==> src/lpss_pkg.sv <==
package lpss_pkg;

	// ==========================================================
	// Port 1 mode field encodings
	localparam logic [2:0] LPSS_MODE_INT_PHY  = 3'h7;
	localparam logic [2:0] LPSS_MODE_MII_PHY  = 3'h1;

	// ==========================================================
	// Strap default values; only the LED function and heartbeat ones are used, when a strap has no pin or does not apply in the port 1 mode
	localparam logic [5:0] LPSS_LED_ENABLE_DEF = 6'h3F;
	localparam logic [1:0] LPSS_LED_FUNC_DEF   = 2'h0;
	localparam logic       LPSS_MANUAL_X_DEF   = 1'h0;
	localparam logic       LPSS_HB_OFF_DEF     = 1'h0;

	// ==========================================================
	// Crossover control selections and pairings
	localparam logic       LPSS_XCTRL_STRAPS  = 1'h0;
	localparam logic       LPSS_PAIR_MDI      = 1'h0;
	localparam logic       LPSS_PAIR_MDIX     = 1'h1;

	// ==========================================================
	// Grouped soft-strap set
	typedef struct packed {
		logic [5:0] led_enable_strap;
		logic [1:0] led_function_strap;
		logic       auto_crossover_strap;
		logic       manual_crossover_strap;
		logic       autoneg_strap;
		logic       port1_heartbeat_test_disable_strap;
	} lpss_straps_type;

	// Register defaults handed to the configuration registers
	typedef struct packed {
		logic [5:0] led_enable_bits;
		logic [1:0] led_function_bits;
		logic       auto_crossover_enable_state;
		logic       autonegotiation_enable_bit;
		logic       heartbeat_test_off_bit;
		logic       crossover_auto;
		logic       crossover_pair;
	} lpss_cfg_type;

	// Loader state, Gray along sample, apply, run and back to apply
	typedef enum logic [1:0] {
		LPSS_ST_SAMPLE = 2'h0,
		LPSS_ST_APPLY  = 2'h1,
		LPSS_ST_RUN    = 2'h3
	} lpss_state_type;

endpackage

==> src/lpss_bit_reg.sv <==
`timescale 1ns/1ps
// ==========================================================
// One WIDTH-bit register: takes its default on load, else software writes
module lpss_bit_reg #(
	parameter int WIDTH = 1
) (
	input  wire logic             i_clk,
	input  wire logic             i_reset_n,
	input  wire logic             i_load,
	input  wire logic [WIDTH-1:0] i_default,
	input  wire logic             i_wr,
	input  wire logic [WIDTH-1:0] i_wdata,
	output logic      [WIDTH-1:0] o_q
);
	always_ff @(posedge i_clk or negedge i_reset_n) begin
		if (!i_reset_n) begin
			o_q <= '0;
		end else if (i_load) begin
			o_q <= i_default;
		end else if (i_wr) begin
			o_q <= i_wdata;
		end
	end
endmodule // lpss_bit_reg

==> src/lpss_top.sv <==
`timescale 1ns/1ps
module lpss_top (
	input  wire logic                    i_clk,
	input  wire logic                    i_reset_n,
	input  wire logic [2:0]              i_port1_mode,
	input  wire logic [5:0]              i_led_enable_pin,
	input  wire logic                    i_crossover_strap_led_pin,
	input  wire logic                    i_manual_crossover_pin,
	input  wire logic                    i_autoneg_pin,
	input  wire logic                    i_autoneg_pin_present,
	input  wire logic                    i_heartbeat_pin,
	input  wire logic                    i_eeprom_valid,
	input  wire logic                    i_eeprom_load,
	input  wire lpss_pkg::lpss_straps_type i_eeprom_straps,
	input  wire logic                    i_digital_reset,
	input  wire logic                    i_reload,
	input  wire logic                    i_crossover_control_select,
	input  wire logic                    i_sw_wr,
	input  wire lpss_pkg::lpss_cfg_type  i_sw_wdata,
	output lpss_pkg::lpss_cfg_type       o_cfg,
	output logic                         o_defaults_applied,
	output logic                         o_phy_default_update
);
	import lpss_pkg::*;

	// ==========================================================
	// State
	lpss_state_type  state_q;
	lpss_straps_type latched_q;
	lpss_straps_type active_q;
	lpss_cfg_type    defaults;
	lpss_cfg_type    cfg_q;
	logic            load_q;
	logic            internal_phy;
	logic            an_default;

	assign internal_phy = (i_port1_mode == LPSS_MODE_INT_PHY);
	assign an_default   = i_autoneg_pin_present ? i_autoneg_pin : internal_phy;

	always_ff @(posedge i_clk or negedge i_reset_n) begin
		if (!i_reset_n) begin
			state_q <= LPSS_ST_SAMPLE;
		end else begin
			unique case (state_q)
				LPSS_ST_SAMPLE: state_q <= LPSS_ST_APPLY;
				LPSS_ST_APPLY:  state_q <= LPSS_ST_RUN;
				LPSS_ST_RUN: begin
					if (i_digital_reset || i_reload || i_eeprom_load) begin
						state_q <= LPSS_ST_APPLY;
					end
				end
				default:        state_q <= LPSS_ST_SAMPLE;
			endcase
		end
	end

	// ==========================================================
	// Pin latch only in the first cycle after reset release
	always_ff @(posedge i_clk or negedge i_reset_n) begin
		if (!i_reset_n) begin
			latched_q <= '0;
		end else if (state_q == LPSS_ST_SAMPLE) begin
			latched_q.led_enable_strap                   <= i_led_enable_pin;
			latched_q.led_function_strap                 <= LPSS_LED_FUNC_DEF;
			latched_q.auto_crossover_strap               <= i_crossover_strap_led_pin;
			latched_q.manual_crossover_strap             <= i_manual_crossover_pin;
			latched_q.autoneg_strap                      <= an_default;
			latched_q.port1_heartbeat_test_disable_strap <= i_heartbeat_pin;
		end
	end

	// Active set: EEPROM override, or restore of the latched set
	always_ff @(posedge i_clk or negedge i_reset_n) begin
		if (!i_reset_n) begin
			active_q <= '0;
		end else if (state_q == LPSS_ST_SAMPLE) begin
			active_q.led_enable_strap                   <= i_led_enable_pin;
			active_q.led_function_strap                 <= LPSS_LED_FUNC_DEF;
			active_q.auto_crossover_strap               <= i_crossover_strap_led_pin;
			active_q.manual_crossover_strap             <= i_manual_crossover_pin;
			active_q.autoneg_strap                      <= an_default;
			active_q.port1_heartbeat_test_disable_strap <= i_heartbeat_pin;
		end else if (i_eeprom_load && i_eeprom_valid) begin
			active_q <= i_eeprom_straps;
		end else if ((i_digital_reset || i_reload) && !i_eeprom_valid) begin
			active_q <= latched_q;
		end
	end

	// ==========================================================
	// Default derivation
	always_comb begin
		defaults.led_enable_bits             = active_q.led_enable_strap;
		defaults.led_function_bits           = active_q.led_function_strap;
		defaults.auto_crossover_enable_state = active_q.auto_crossover_strap;
		defaults.autonegotiation_enable_bit  = active_q.autoneg_strap;
		defaults.heartbeat_test_off_bit      = LPSS_HB_OFF_DEF;
		if (i_port1_mode == LPSS_MODE_MII_PHY) begin
			defaults.heartbeat_test_off_bit = active_q.port1_heartbeat_test_disable_strap;
		end
		defaults.crossover_auto = cfg_q.crossover_auto;
		defaults.crossover_pair = cfg_q.crossover_pair;
		// Crossover applies only to the internal PHY
		if (internal_phy && i_crossover_control_select == LPSS_XCTRL_STRAPS) begin
			defaults.crossover_auto = active_q.auto_crossover_strap;
			defaults.crossover_pair = active_q.manual_crossover_strap
				? LPSS_PAIR_MDIX : LPSS_PAIR_MDI;
		end
	end

	// ==========================================================
	// Configuration register bits
	always_ff @(posedge i_clk or negedge i_reset_n) begin
		if (!i_reset_n) begin
			load_q <= 1'h0;
		end else begin
			load_q <= (state_q == LPSS_ST_APPLY);
		end
	end

	lpss_bit_reg #(
		.WIDTH($bits(lpss_cfg_type))
	) u_cfg (
		.i_clk     (i_clk),
		.i_reset_n (i_reset_n),
		.i_load    (state_q == LPSS_ST_APPLY),
		.i_default (defaults),
		.i_wr      (i_sw_wr),
		.i_wdata   (i_sw_wdata),
		.o_q       (cfg_q)
	);

	assign o_cfg = cfg_q;

	// Tells the PHY register logic to refresh speed, duplex, advertisement and mode
	always_ff @(posedge i_clk or negedge i_reset_n) begin
		if (!i_reset_n) begin
			o_defaults_applied   <= 1'h0;
			o_phy_default_update <= 1'h0;
		end else begin
			o_defaults_applied   <= load_q || o_defaults_applied;
			o_phy_default_update <= (state_q == LPSS_ST_APPLY);
		end
	end
endmodule // lpss_top

==> config.mk <==
export PLATFORM = sky130hd
export DESIGN_NAME = lpss_top
export DESIGN_NICKNAME = d
export VERILOG_FILES = /design/src/lpss_pkg.sv /design/src/lpss_bit_reg.sv /design/src/lpss_top.sv
export SDC_FILE = /design/constraint.sdc
export NUM_CORES = 1
export LEC_CHECK = 0
export BUFFER_PORTS_ARGS = -buffer_cell sky130_fd_sc_hd__clkbuf_2
export CORE_ASPECT_RATIO = 2
export CORE_MARGIN = 10
export CORE_UTILIZATION = 45
export CTS_BUF_LIST = sky130_fd_sc_hd__clkbuf_8 sky130_fd_sc_hd__clkbuf_16
export CTS_CLUSTER_DIAMETER = 60
export DETAILED_ROUTE_END_ITERATION = 10
export GPL_TIMING_DRIVEN = 0
export HOLD_SLACK_MARGIN = 0.15
export PLACE_DENSITY = 0.77
export SETUP_SLACK_MARGIN = 0.05
export SYNTH_ARGS = -nofsm -noshare
export SYNTH_HDL_FRONTEND = slang
export SYNTH_SLANG_ARGS = --single-unit
==> constraint.sdc <==
create_clock -name i_clk -period 1.39 [get_ports i_clk]
set_input_delay 0.0695 -clock i_clk [delete_from_list [all_inputs] [get_ports i_clk]]
set_output_delay 0.0695 -clock i_clk [all_outputs]
set_load 0.05 [all_outputs]
After elaboration in Yosys (flattened, before gate mapping)
Cells that the tools add are included.
{"block": "totals", "in_bits": 47, "out_inout_bits": 15, "mem_count": 0, "mem_bits_ro": 0, "register_bits": 39, "elab_cells": 45, "mem_bits_rw": 0, "latch_bits": 0}
{"block": "classes", "muxes": 11, "reduce_logical": 11, "eq_ne": 6, "div": 0, "order_cmp": 0, "multipliers": 0, "shift": 0, "add_sub_neg": 0, "bitwise": 1}
{"cell": "12-bit 2-to-1 mux", "n": 3}
{"cell": "13-bit 2-to-1 mux", "n": 2}
{"cell": "2-bit one-hot mux with 3 select lines", "n": 1}
{"cell": "2-bit 2-to-1 mux", "n": 2}
{"cell": "2-bit inequality test (second input constant)", "n": 2}
{"cell": "3-bit by 1-bit equality test with 1-bit output (second input constant)", "n": 1}
{"cell": "3-bit equality test (second input constant)", "n": 1}
{"cell": "1-bit logical AND", "n": 3}
{"cell": "1-bit logical OR", "n": 3}
{"cell": "1-bit 2-to-1 mux", "n": 3}
{"cell": "3-bit nonzero test", "n": 1}
{"cell": "2-bit by 1-bit equality test with 1-bit output (second input constant)", "n": 1}
{"cell": "2-bit equality test (second input constant)", "n": 1}
{"cell": "2-bit logical NOT", "n": 1}
{"cell": "2-bit AND reduction", "n": 1}
{"cell": "2-bit nonzero test", "n": 1}
{"cell": "1-bit logical NOT", "n": 1}
{"cell": "1-bit inverter", "n": 1}

Longest topological paths before layout
Gate-level depths: netlist (run 1).
{"block": "depth", "depth_word": 5, "mapped_depth": 5, "mapped_depth_nobuf": 4}

Hierarchy
Synthesis (run 1) repeated with hierarchy kept, for this count alone.
{"block": "hier_totals", "hier_cells": 168, "hier_area_um2": 1838.0}
{"mod": "lpss_top", "seq_area_each_um2": 650.6, "instances": 1, "cells_each": 112, "area_per_inst_um2": 1227.4}
{"mod": "lpss_bit_reg", "seq_area_each_um2": 325.3, "instances": 1, "cells_each": 56, "area_per_inst_um2": 610.6}

Worst setup path after synthesis (run 1)
No wires, ideal clock.
{"block": "synth_timing", "kind": "register to register", "from": "register state_q[0]", "to": "register latched_q[0] (netlist bit)", "synth_period_minus_slack_ns": 1.196, "path_buffers": 1, "setup_time_ns": 0.128, "path_stages_with_launch": 4, "path_slack_ns": 0.194, "t_required_ns": 1.262, "arrival_time_ns": 1.068, "cell_sequence": "dfrtp_1 > nor2_2 > buf_4 > mux2_1"}
{"block": "synth_via", "elab_chain_len": 1}
{"item": "start, declared", "line_no": "lpss_top.sv:28", "rtl": "lpss_state_type state_q;"}
{"item": "start signal, assigned", "line_no": "lpss_top.sv:42", "rtl": "state_q <= LPSS_ST_SAMPLE;"}
{"item": "start signal, assigned", "line_no": "lpss_top.sv:45", "rtl": "LPSS_ST_SAMPLE: state_q <= LPSS_ST_APPLY;"}
{"item": "start signal, assigned", "line_no": "lpss_top.sv:46", "rtl": "LPSS_ST_APPLY: state_q <= LPSS_ST_RUN;"}
{"item": "2-bit logical NOT", "line_no": "lpss_top.sv:62", "rtl": "end else if (state_q == LPSS_ST_SAMPLE) begin"}
{"item": "end, declared", "line_no": "lpss_top.sv:29", "rtl": "lpss_straps_type latched_q;"}
Every way passes these cells.
A chain may end at the register's enable or synchronous reset.

Worst setup path after layout (run 1)
{"block": "layout_timing", "from": "register state_q[0]", "to": "register latched_q[6] (netlist bit)"}
The elaborated chain is that of the path after synthesis.

==> qor.txt, run 1 <==
Status = finished, final reports clean
Final worst slack = 112 ps
Global-route wire length before repair = 8.72 mm
Slew headroom = 37.5%
Final min period = 1280 ps
GR Util met1 = 14.2%
Share of post-route cells with drive strength above 1 = 33.0%
Die Span Y = 109 µm
Final period utilization = 91.9%
Mapped Nets = 201
Busiest layer in global routing = met2
Via count = 1635
Startpoint Class = register
FF+latch area = 978 µm²
Number of synthesized register bits = 39
Sequential fraction of the synthesis area = 54.4%
Warnings from Yosys = 0
Routed len/inst = 16.4 µm
Layout Area Growth over Synthesis = 49.3%
Placer Congestion = 0.880
Worst Path Max Fanout = 10
Die Wd = 64.7 µm
Final Max Tran Viols = 0
Seq pwr share = 45.8%
Sw frac = 34.5%
PwrDens = 1120 nW/µm²
F_max = 782 MHz
Crit-path slowest cell = dfrtp_2
Synth Cell Area = 1800 µm²
Max-Cap Viols = 0
Leak = 0.00127 µW
Worst EP required = 1550 ps
Final HPWL DP = 3.59 mm
Setup TNS = 0 ps
Combinational share of power = 31.0%
Worst slack, placed = 62.0 ps
Initial antenna violation count = 1
TritonCTS clock tree = done
# rows = 32
GRT Overall Usage = 15.3%
Routed Antenna Nets = 0
Hold/Removal Path Class = in -> reg
WP data arrival = 1440 ps
DRT iter0 DRCs = 32
Netlist cell types = 31
Mean area per synthesized cell = 11.7 µm²
Critical Path End Type = register
Die area = 7070 µm²
Congestion Overflow GR = 0
RSZ-0062 raised after global routing = false
Skew-Pair Late Insertion Delay = 280 ps
GR Util met2 = 29.1%
Fin nets = 310
# setup viols final = 0
Setup CP Type = reg -> reg
Clock Skew = 5.07 ps
Delay of the slowest cell on the worst path = 460 ps
Final hold viol count = 0
Final Power = 3000 µW
Largest net degree at the start of global routing = 40
Clock Root Buffer = clkbuf_8
Reg-to-reg slack, setup = 110 ps
Reg clk slew, reported paths = 70 ps
Crit path buf inv count = 1
CTS sink cnt = 39
Area occupied by multi-input gates = 759 µm²
PortBufs = 60
Starting density of the core = 46.7%
Initial DRT Pass Iterations = 4
Cts bufs inserted = 5
Core Region = 3840 µm²
Net Switching = 1040 µW
Met3 Use GR = 4.79%
Placed cells = 265
Mapped Cells = 154
Most frequent cells in the layout = clkbuf_2, dlygate4sd3_1, dfrtp_1
Vias in the first global route = 1856
Final core utilization = 69.8%
Most common cell after layout, fill and taps aside = clkbuf_2
Drt total wl = 5.18 mm
Fill cells = 307
Int Pwr = 1970 µW
Peak supply drop = 0.956 mV
Family with the most delay on the worst path = flip-flops
# H-tree levels = 2
Worst Tran Pin Value = 938 ps
Detailed-route vias per instance = 5.17
CTS max path bufs = 2
Clock power frac = 23.1%
Post-route DRC = 0
Worst path cell trace = nor2_2 -> buf_6 -> mux2_1
Final Non-Filler Cells = 316
Num ports = 62
synthesized netlist by cell type (all sizes together):
cell type  instances  share of area (%)
dfrtp             39                 54
o21ai             19                5.3
nand2             14                2.9
mux2i             11                6.1
a2bb2oi            9                4.7
buf                9                3.6
mux2               9                5.6
a22oi              8                3.3
and3               3                1.0
nand3              3               0.84
nor2               3               0.77
nor3               3               0.84
nor3b              3                1.5
o31ai              3                1.3
a211oi             2               0.84
a221oi             2               0.98
a22o               2               0.98
and2               2               0.70
nand2b             2               0.84
nor4               2               0.70
o211a              2                1.1
inv                1               0.21
nor4bb             1               0.56
o21bai             1               0.42
or2                1               0.35
power by group through the flow:
stage	combinational, µW	sequential [µW]	clock (µW)
6_report	932	1380	695
5_1_grt	1010	1390	778
4_1_cts	929	1380	724
3_5_place_dp	836	1400	0
3_3_place_gp	822	1390	0
2_1_floorplan	276	1680	0
final timing paths:
kind,from,cells after the start,to
worst max-delay path,state_q[0],3,latched_q[6]
worst min-delay path,i_port1_mode[0],4,u_cfg.o_q[2]
worst max register to register,state_q[0],3,latched_q[6]
worst min register to register,o_defaults_applied,1,o_defaults_applied
max in group asynchronous,i_reset_n,2,state_q[1]
min in group asynchronous,i_reset_n,2,u_cfg.o_q[9]
worst register-to-register path, delay by kind of cell (launching register included):
kind,cells,cell delay (ps)
flip-flops,1,460
multiplexers,1,340
AND/OR/NAND/NOR,1,190
buffers and inverters,1,180
flip-flops by register name, summed over array words and instances, names as in the netlist:
register	cells
o_phy_default_update	1
active_q	12
state_q	2
latched_q	10
u_cfg.o_q	13
o_defaults_applied	1
routing by layer:
metal	vias up	share of wire [%]
li1	796	-
met1	767	35
met2	55	56
met3	17	5.3
met4	0	3.2
met5	-	0
stage by stage:
step | hold slack (ps) | cell area (µm²)
2_1_floorplan | -226 | 1800
3_3_place_gp | 257 | 2160
3_5_place_dp | 253 | 2160
4_1_cts | 162 | 2640
5_1_grt | 195 | 2680
6_report | 177 | 2680
logic make-up after synthesis:
| family | synth area share (%) |
|---|---|
| AND/OR/NAND/NOR | 11.1 |
| AO/OA/AOI/OAI | 19.0 |
| buffers and inverters | 3.83 |
| flip-flops | 54.4 |
| multiplexers | 11.8 |
what timing repair did:
action / 4_1_cts / 5_1_grt
setup buffers: 0 / 2
hold buffers: 40 / 0
endpoints found under the hold margin: 74 / 0
pin swaps: 0 / 0
resized for setup: 1 / 7
endpoints found under the setup margin: 1 / 29
area by class of cell:
| type | instances | area share [%] |
|---|---|---|
| plain buffers | 9 | 2.75 |
| clock inverters | 3 | 0.467 |
| diodes | 1 | 0.0933 |
| multi-input cells | 105 | 28.3 |
| inverters | 1 | 0.233 |
| clock buffers | 5 | 2.57 |
| repair buffers | 102 | 26.7 |
| well taps | 51 | 2.38 |
| flip-flops and latches | 39 | 36.5 |
(Power assumes the default switching activity.)
==> inputs of run 2 (changes only) <==
- ABC_AREA: not set -> 1
==> run 2 against run 1 <==
Total power rose by 6.6%. Combinational power is 4.1% lower. Die area increased by 2.5%. Critical path type unchanged.
==> qor.txt, run 2 <==
Cts bufs inserted = 5 (unchanged)
Startpoint Class = register
Mean area per synthesized cell = 7.48 µm² (-36%)
Yosys top cell area share = 52.6% (-1.8 points)
Worst R2R Start = state_q[0]
Via count = 1857 (+14%)
Largest area contributor in the netlist = dfrtp_1
Met2 WL post-DR = 2.86 mm (-2.1%)
DRT iter0 DRCs = 81 (+150%)
Final period utilization = 86.8% (-5.2 points)
Final instance area = 2670 µm² (-0.28%)
# H-tree levels = 2 (unchanged)
Share of post-route cells with drive strength above 1 = 24.9% (-8.1 points)
Mapped Cells = 248 (+61%)
Die area = 7250 µm² (+2.5%)
Critical Path End Type = register
Met3 wire length = 260 µm (-4.8%)
Hold Path Sink = latched_q[1]
Worst path most repeated cell = nand2_1
Routed Antenna Nets = 0 (unchanged)
Final min period = 1210 ps (-71.7 ps)
Final Max Tran Viols = 0 (unchanged)
Global-route wire length before repair = 8.65 mm (-0.87%)
Detailed-route vias per instance = 4.62 (-11%)
Count leader, synth = nand2_1
# setup viols final = 0 (unchanged)
R2R cell count = 6 (+3)
Number of synthesized register bits = 39 (unchanged)
Placed cell area = 2230 µm² (+3.1%)
Most frequent cells in the layout = nand2_1, clkbuf_2, dfrtp_1
Status = finished, final reports clean
Regs by FF count = u_cfg.o_q x13, active_q x12, latched_q x10
Max reg flops = 13 (unchanged)
Mapped Nets = 295 (+47%)
Fill cells = 378 (+23%)
# rows = 33 (+3.1%)
Leak = 0.00153 µW (+20%)
Worst slack, placed = 190 ps (+128 ps)
Top reg by flops = u_cfg.o_q
Routed len/inst = 12.8 µm (-22%)
Clock Skew = 5.55 ps (+0.481 ps)
Top post-synthesis cells by count = nand2_1, dfrtp_1, nand3_1, inv_1, nor2_1
Reg clk slew, reported paths = 80 ps (about the same)
Synth area leaders = dfrtp_1, nand2_1, nand3_1
Initial antenna violation count = 0 (-1)
Warnings from Yosys = 0 (unchanged)
Starting density of the core = 45.9% (-0.86 points)
Setup TNS = 0 ps (unchanged)
Worst Hold Depth = 5 (+1)
Delay of the slowest cell on the worst path = 430 ps (-30 ps)
GRT Overall Usage = 14.7% (-0.60 points)
Crit path buf inv count = 1 (unchanged)
Asr flop ratio synth = 100% (unchanged)
Worst EP required = 1620 ps (+70 ps)
Highest metal used = met4
Number of diodes = 0 (-1)
Reg2reg end = active_q[2]
Max-Cap Viols = 0 (unchanged)
Worst Tran Pin Value = 973 ps (+35.5 ps)
Congestion Overflow GR = 0 (unchanged)
Number of synthesized flops with an enable pin = 0 (unchanged)
Placer Congestion = 0.835 (-5.1%)
Num ports = 62 (unchanged)
Post-route DRC = 0 (unchanged)
PortBufs = 61 (+1.7%)
Initial DRT Pass Iterations = 4 (unchanged)
Die Span Y = 111 µm (+1.4%)
F_max = 829 MHz (+5.9%)
# Post-CTS Setup Buffers = 0 (unchanged)
Skew-Pair Late Insertion Delay = 290 ps (about the same)
Synth Cell Area = 1860 µm² (+3.3%)
Drt total wl = 5.14 mm (-0.71%)
RSZ-0062 raised after global routing = false
Crit-path slowest cell = dfrtp_1
TritonCTS clock tree = done
CTS sink cnt = 39 (unchanged)
Core Region = 4050 µm² (+5.3%)
Hold/Removal Path Class = in -> reg
Final HPWL DP = 3.76 mm (+4.6%)
Worst Min Path Start = i_autoneg_pin
Most common cell after layout, fill and taps aside = nand2_1
Sequential fraction of the synthesis area = 52.6% (-1.8 points)
Peak supply drop = 0.661 mV (-31%)
Vias in the first global route = 1928 (+3.9%)
Layout Area Growth over Synthesis = 44.1%
Setup CP Type = reg -> reg
Fin nets = 396 (+28%)
Worst path cell trace = nor2_1 -> nor2_1 -> nand2_1 -> clkbuf_4 -> nand2_1 -> nand2_1
Final worst slack = 184 ps (+71.7 ps)
Ys flop type = dfrtp_1
Worst Path Max Fanout = 10 (unchanged)
Largest net degree at the start of global routing = 40 (unchanged)
Family with the most delay on the worst path = simple AND/OR/NAND/NOR gates
Reg-to-reg slack, setup = 180 ps (+70 ps)
Slew headroom = 35.1% (-2.4 points)
Netlist cell types = 17 (-45%)
PwrDens = 1200 nW/µm² (+6.9%)
WP data arrival = 1440 ps (about the same)
CTS max path bufs = 2 (unchanged)
Clock Root Buffer = clkbuf_8
Wl on met1 = 1.95 mm (+7.0%)
Die Wd = 65.4 µm (+1.1%)
Final hold viol count = 0 (unchanged)
## run 2: layer usage
metal  GRT usage [%]  vias to the layer above
met3            4.45                        8
met1            13.4                      841
met4            5.60                        0
met5               0                        -
li1                -                      964
met2            28.2                       44
## run 2: layout make-up
class	count	area [µm²]	area share, %
clock buffer	5	68.8	2.57
multi-input combinational	187	774	29.0
clock inverter	3	43.8	1.64
timing repair buffer	94	636	23.8
tap	52	65.1	2.43
buffer	9	61.3	2.29
sequential	39	976	36.5
inverter	13	48.8	1.82
## run 2: repair_timing
item / CTS / global route
hold buffers: 33 / 0
gates resized for setup: 0 / 3
setup endpoints to repair: 0 / 3
endpoints found under the hold margin: 74 / 0
## run 2: cells by family (layout without fill, tap and decap cells)
family	Yosys count	count (layout)	share of synthesized area, %
AOI/OAI and AO/OA	6	6	2.02
and+or+nand+nor	181	181	39.7
buffers and inverters	22	124	5.66
DFF	39	39	52.6
## run 2: worst max path at each step
stage | from | endpoint | slack, ps | depth (start not counted)
floorplan | state_q[0] | u_cfg.o_q[6] | 320 | 6
global placement | state_q[0] | u_cfg.o_q[6] | 210 | 6
detailed placement | state_q[0] | u_cfg.o_q[6] | 190 | 6
CTS | state_q[0] | active_q[8] | 170 | 6
global route | state_q[0] | active_q[0] | 70 | 6
finish | state_q[0] | active_q[2] | 180 | 6
## run 2: worst min-delay path: cells and delay by family
family	cells	cell delay, ps
buf+inv	1	80
simple gates	4	260
## run 2: report_power, final
part	switching [µW]	total [µW]	internal (µW)
clock	413	947	534
sequential	80.9	1360	1280
combinational	605	894	289
## run 2: metrics by stage
step                util, %  hold slack [ps]  std cells  total power [µW]
CTS                    66.0              151        402              3230
detailed placement     55.0              280        361              2210
finish                 66.1              147        402              3200
global route           66.1              181        402              3390
floorplan                 -             -226        248              1950
global placement       55.0              272        361              2190
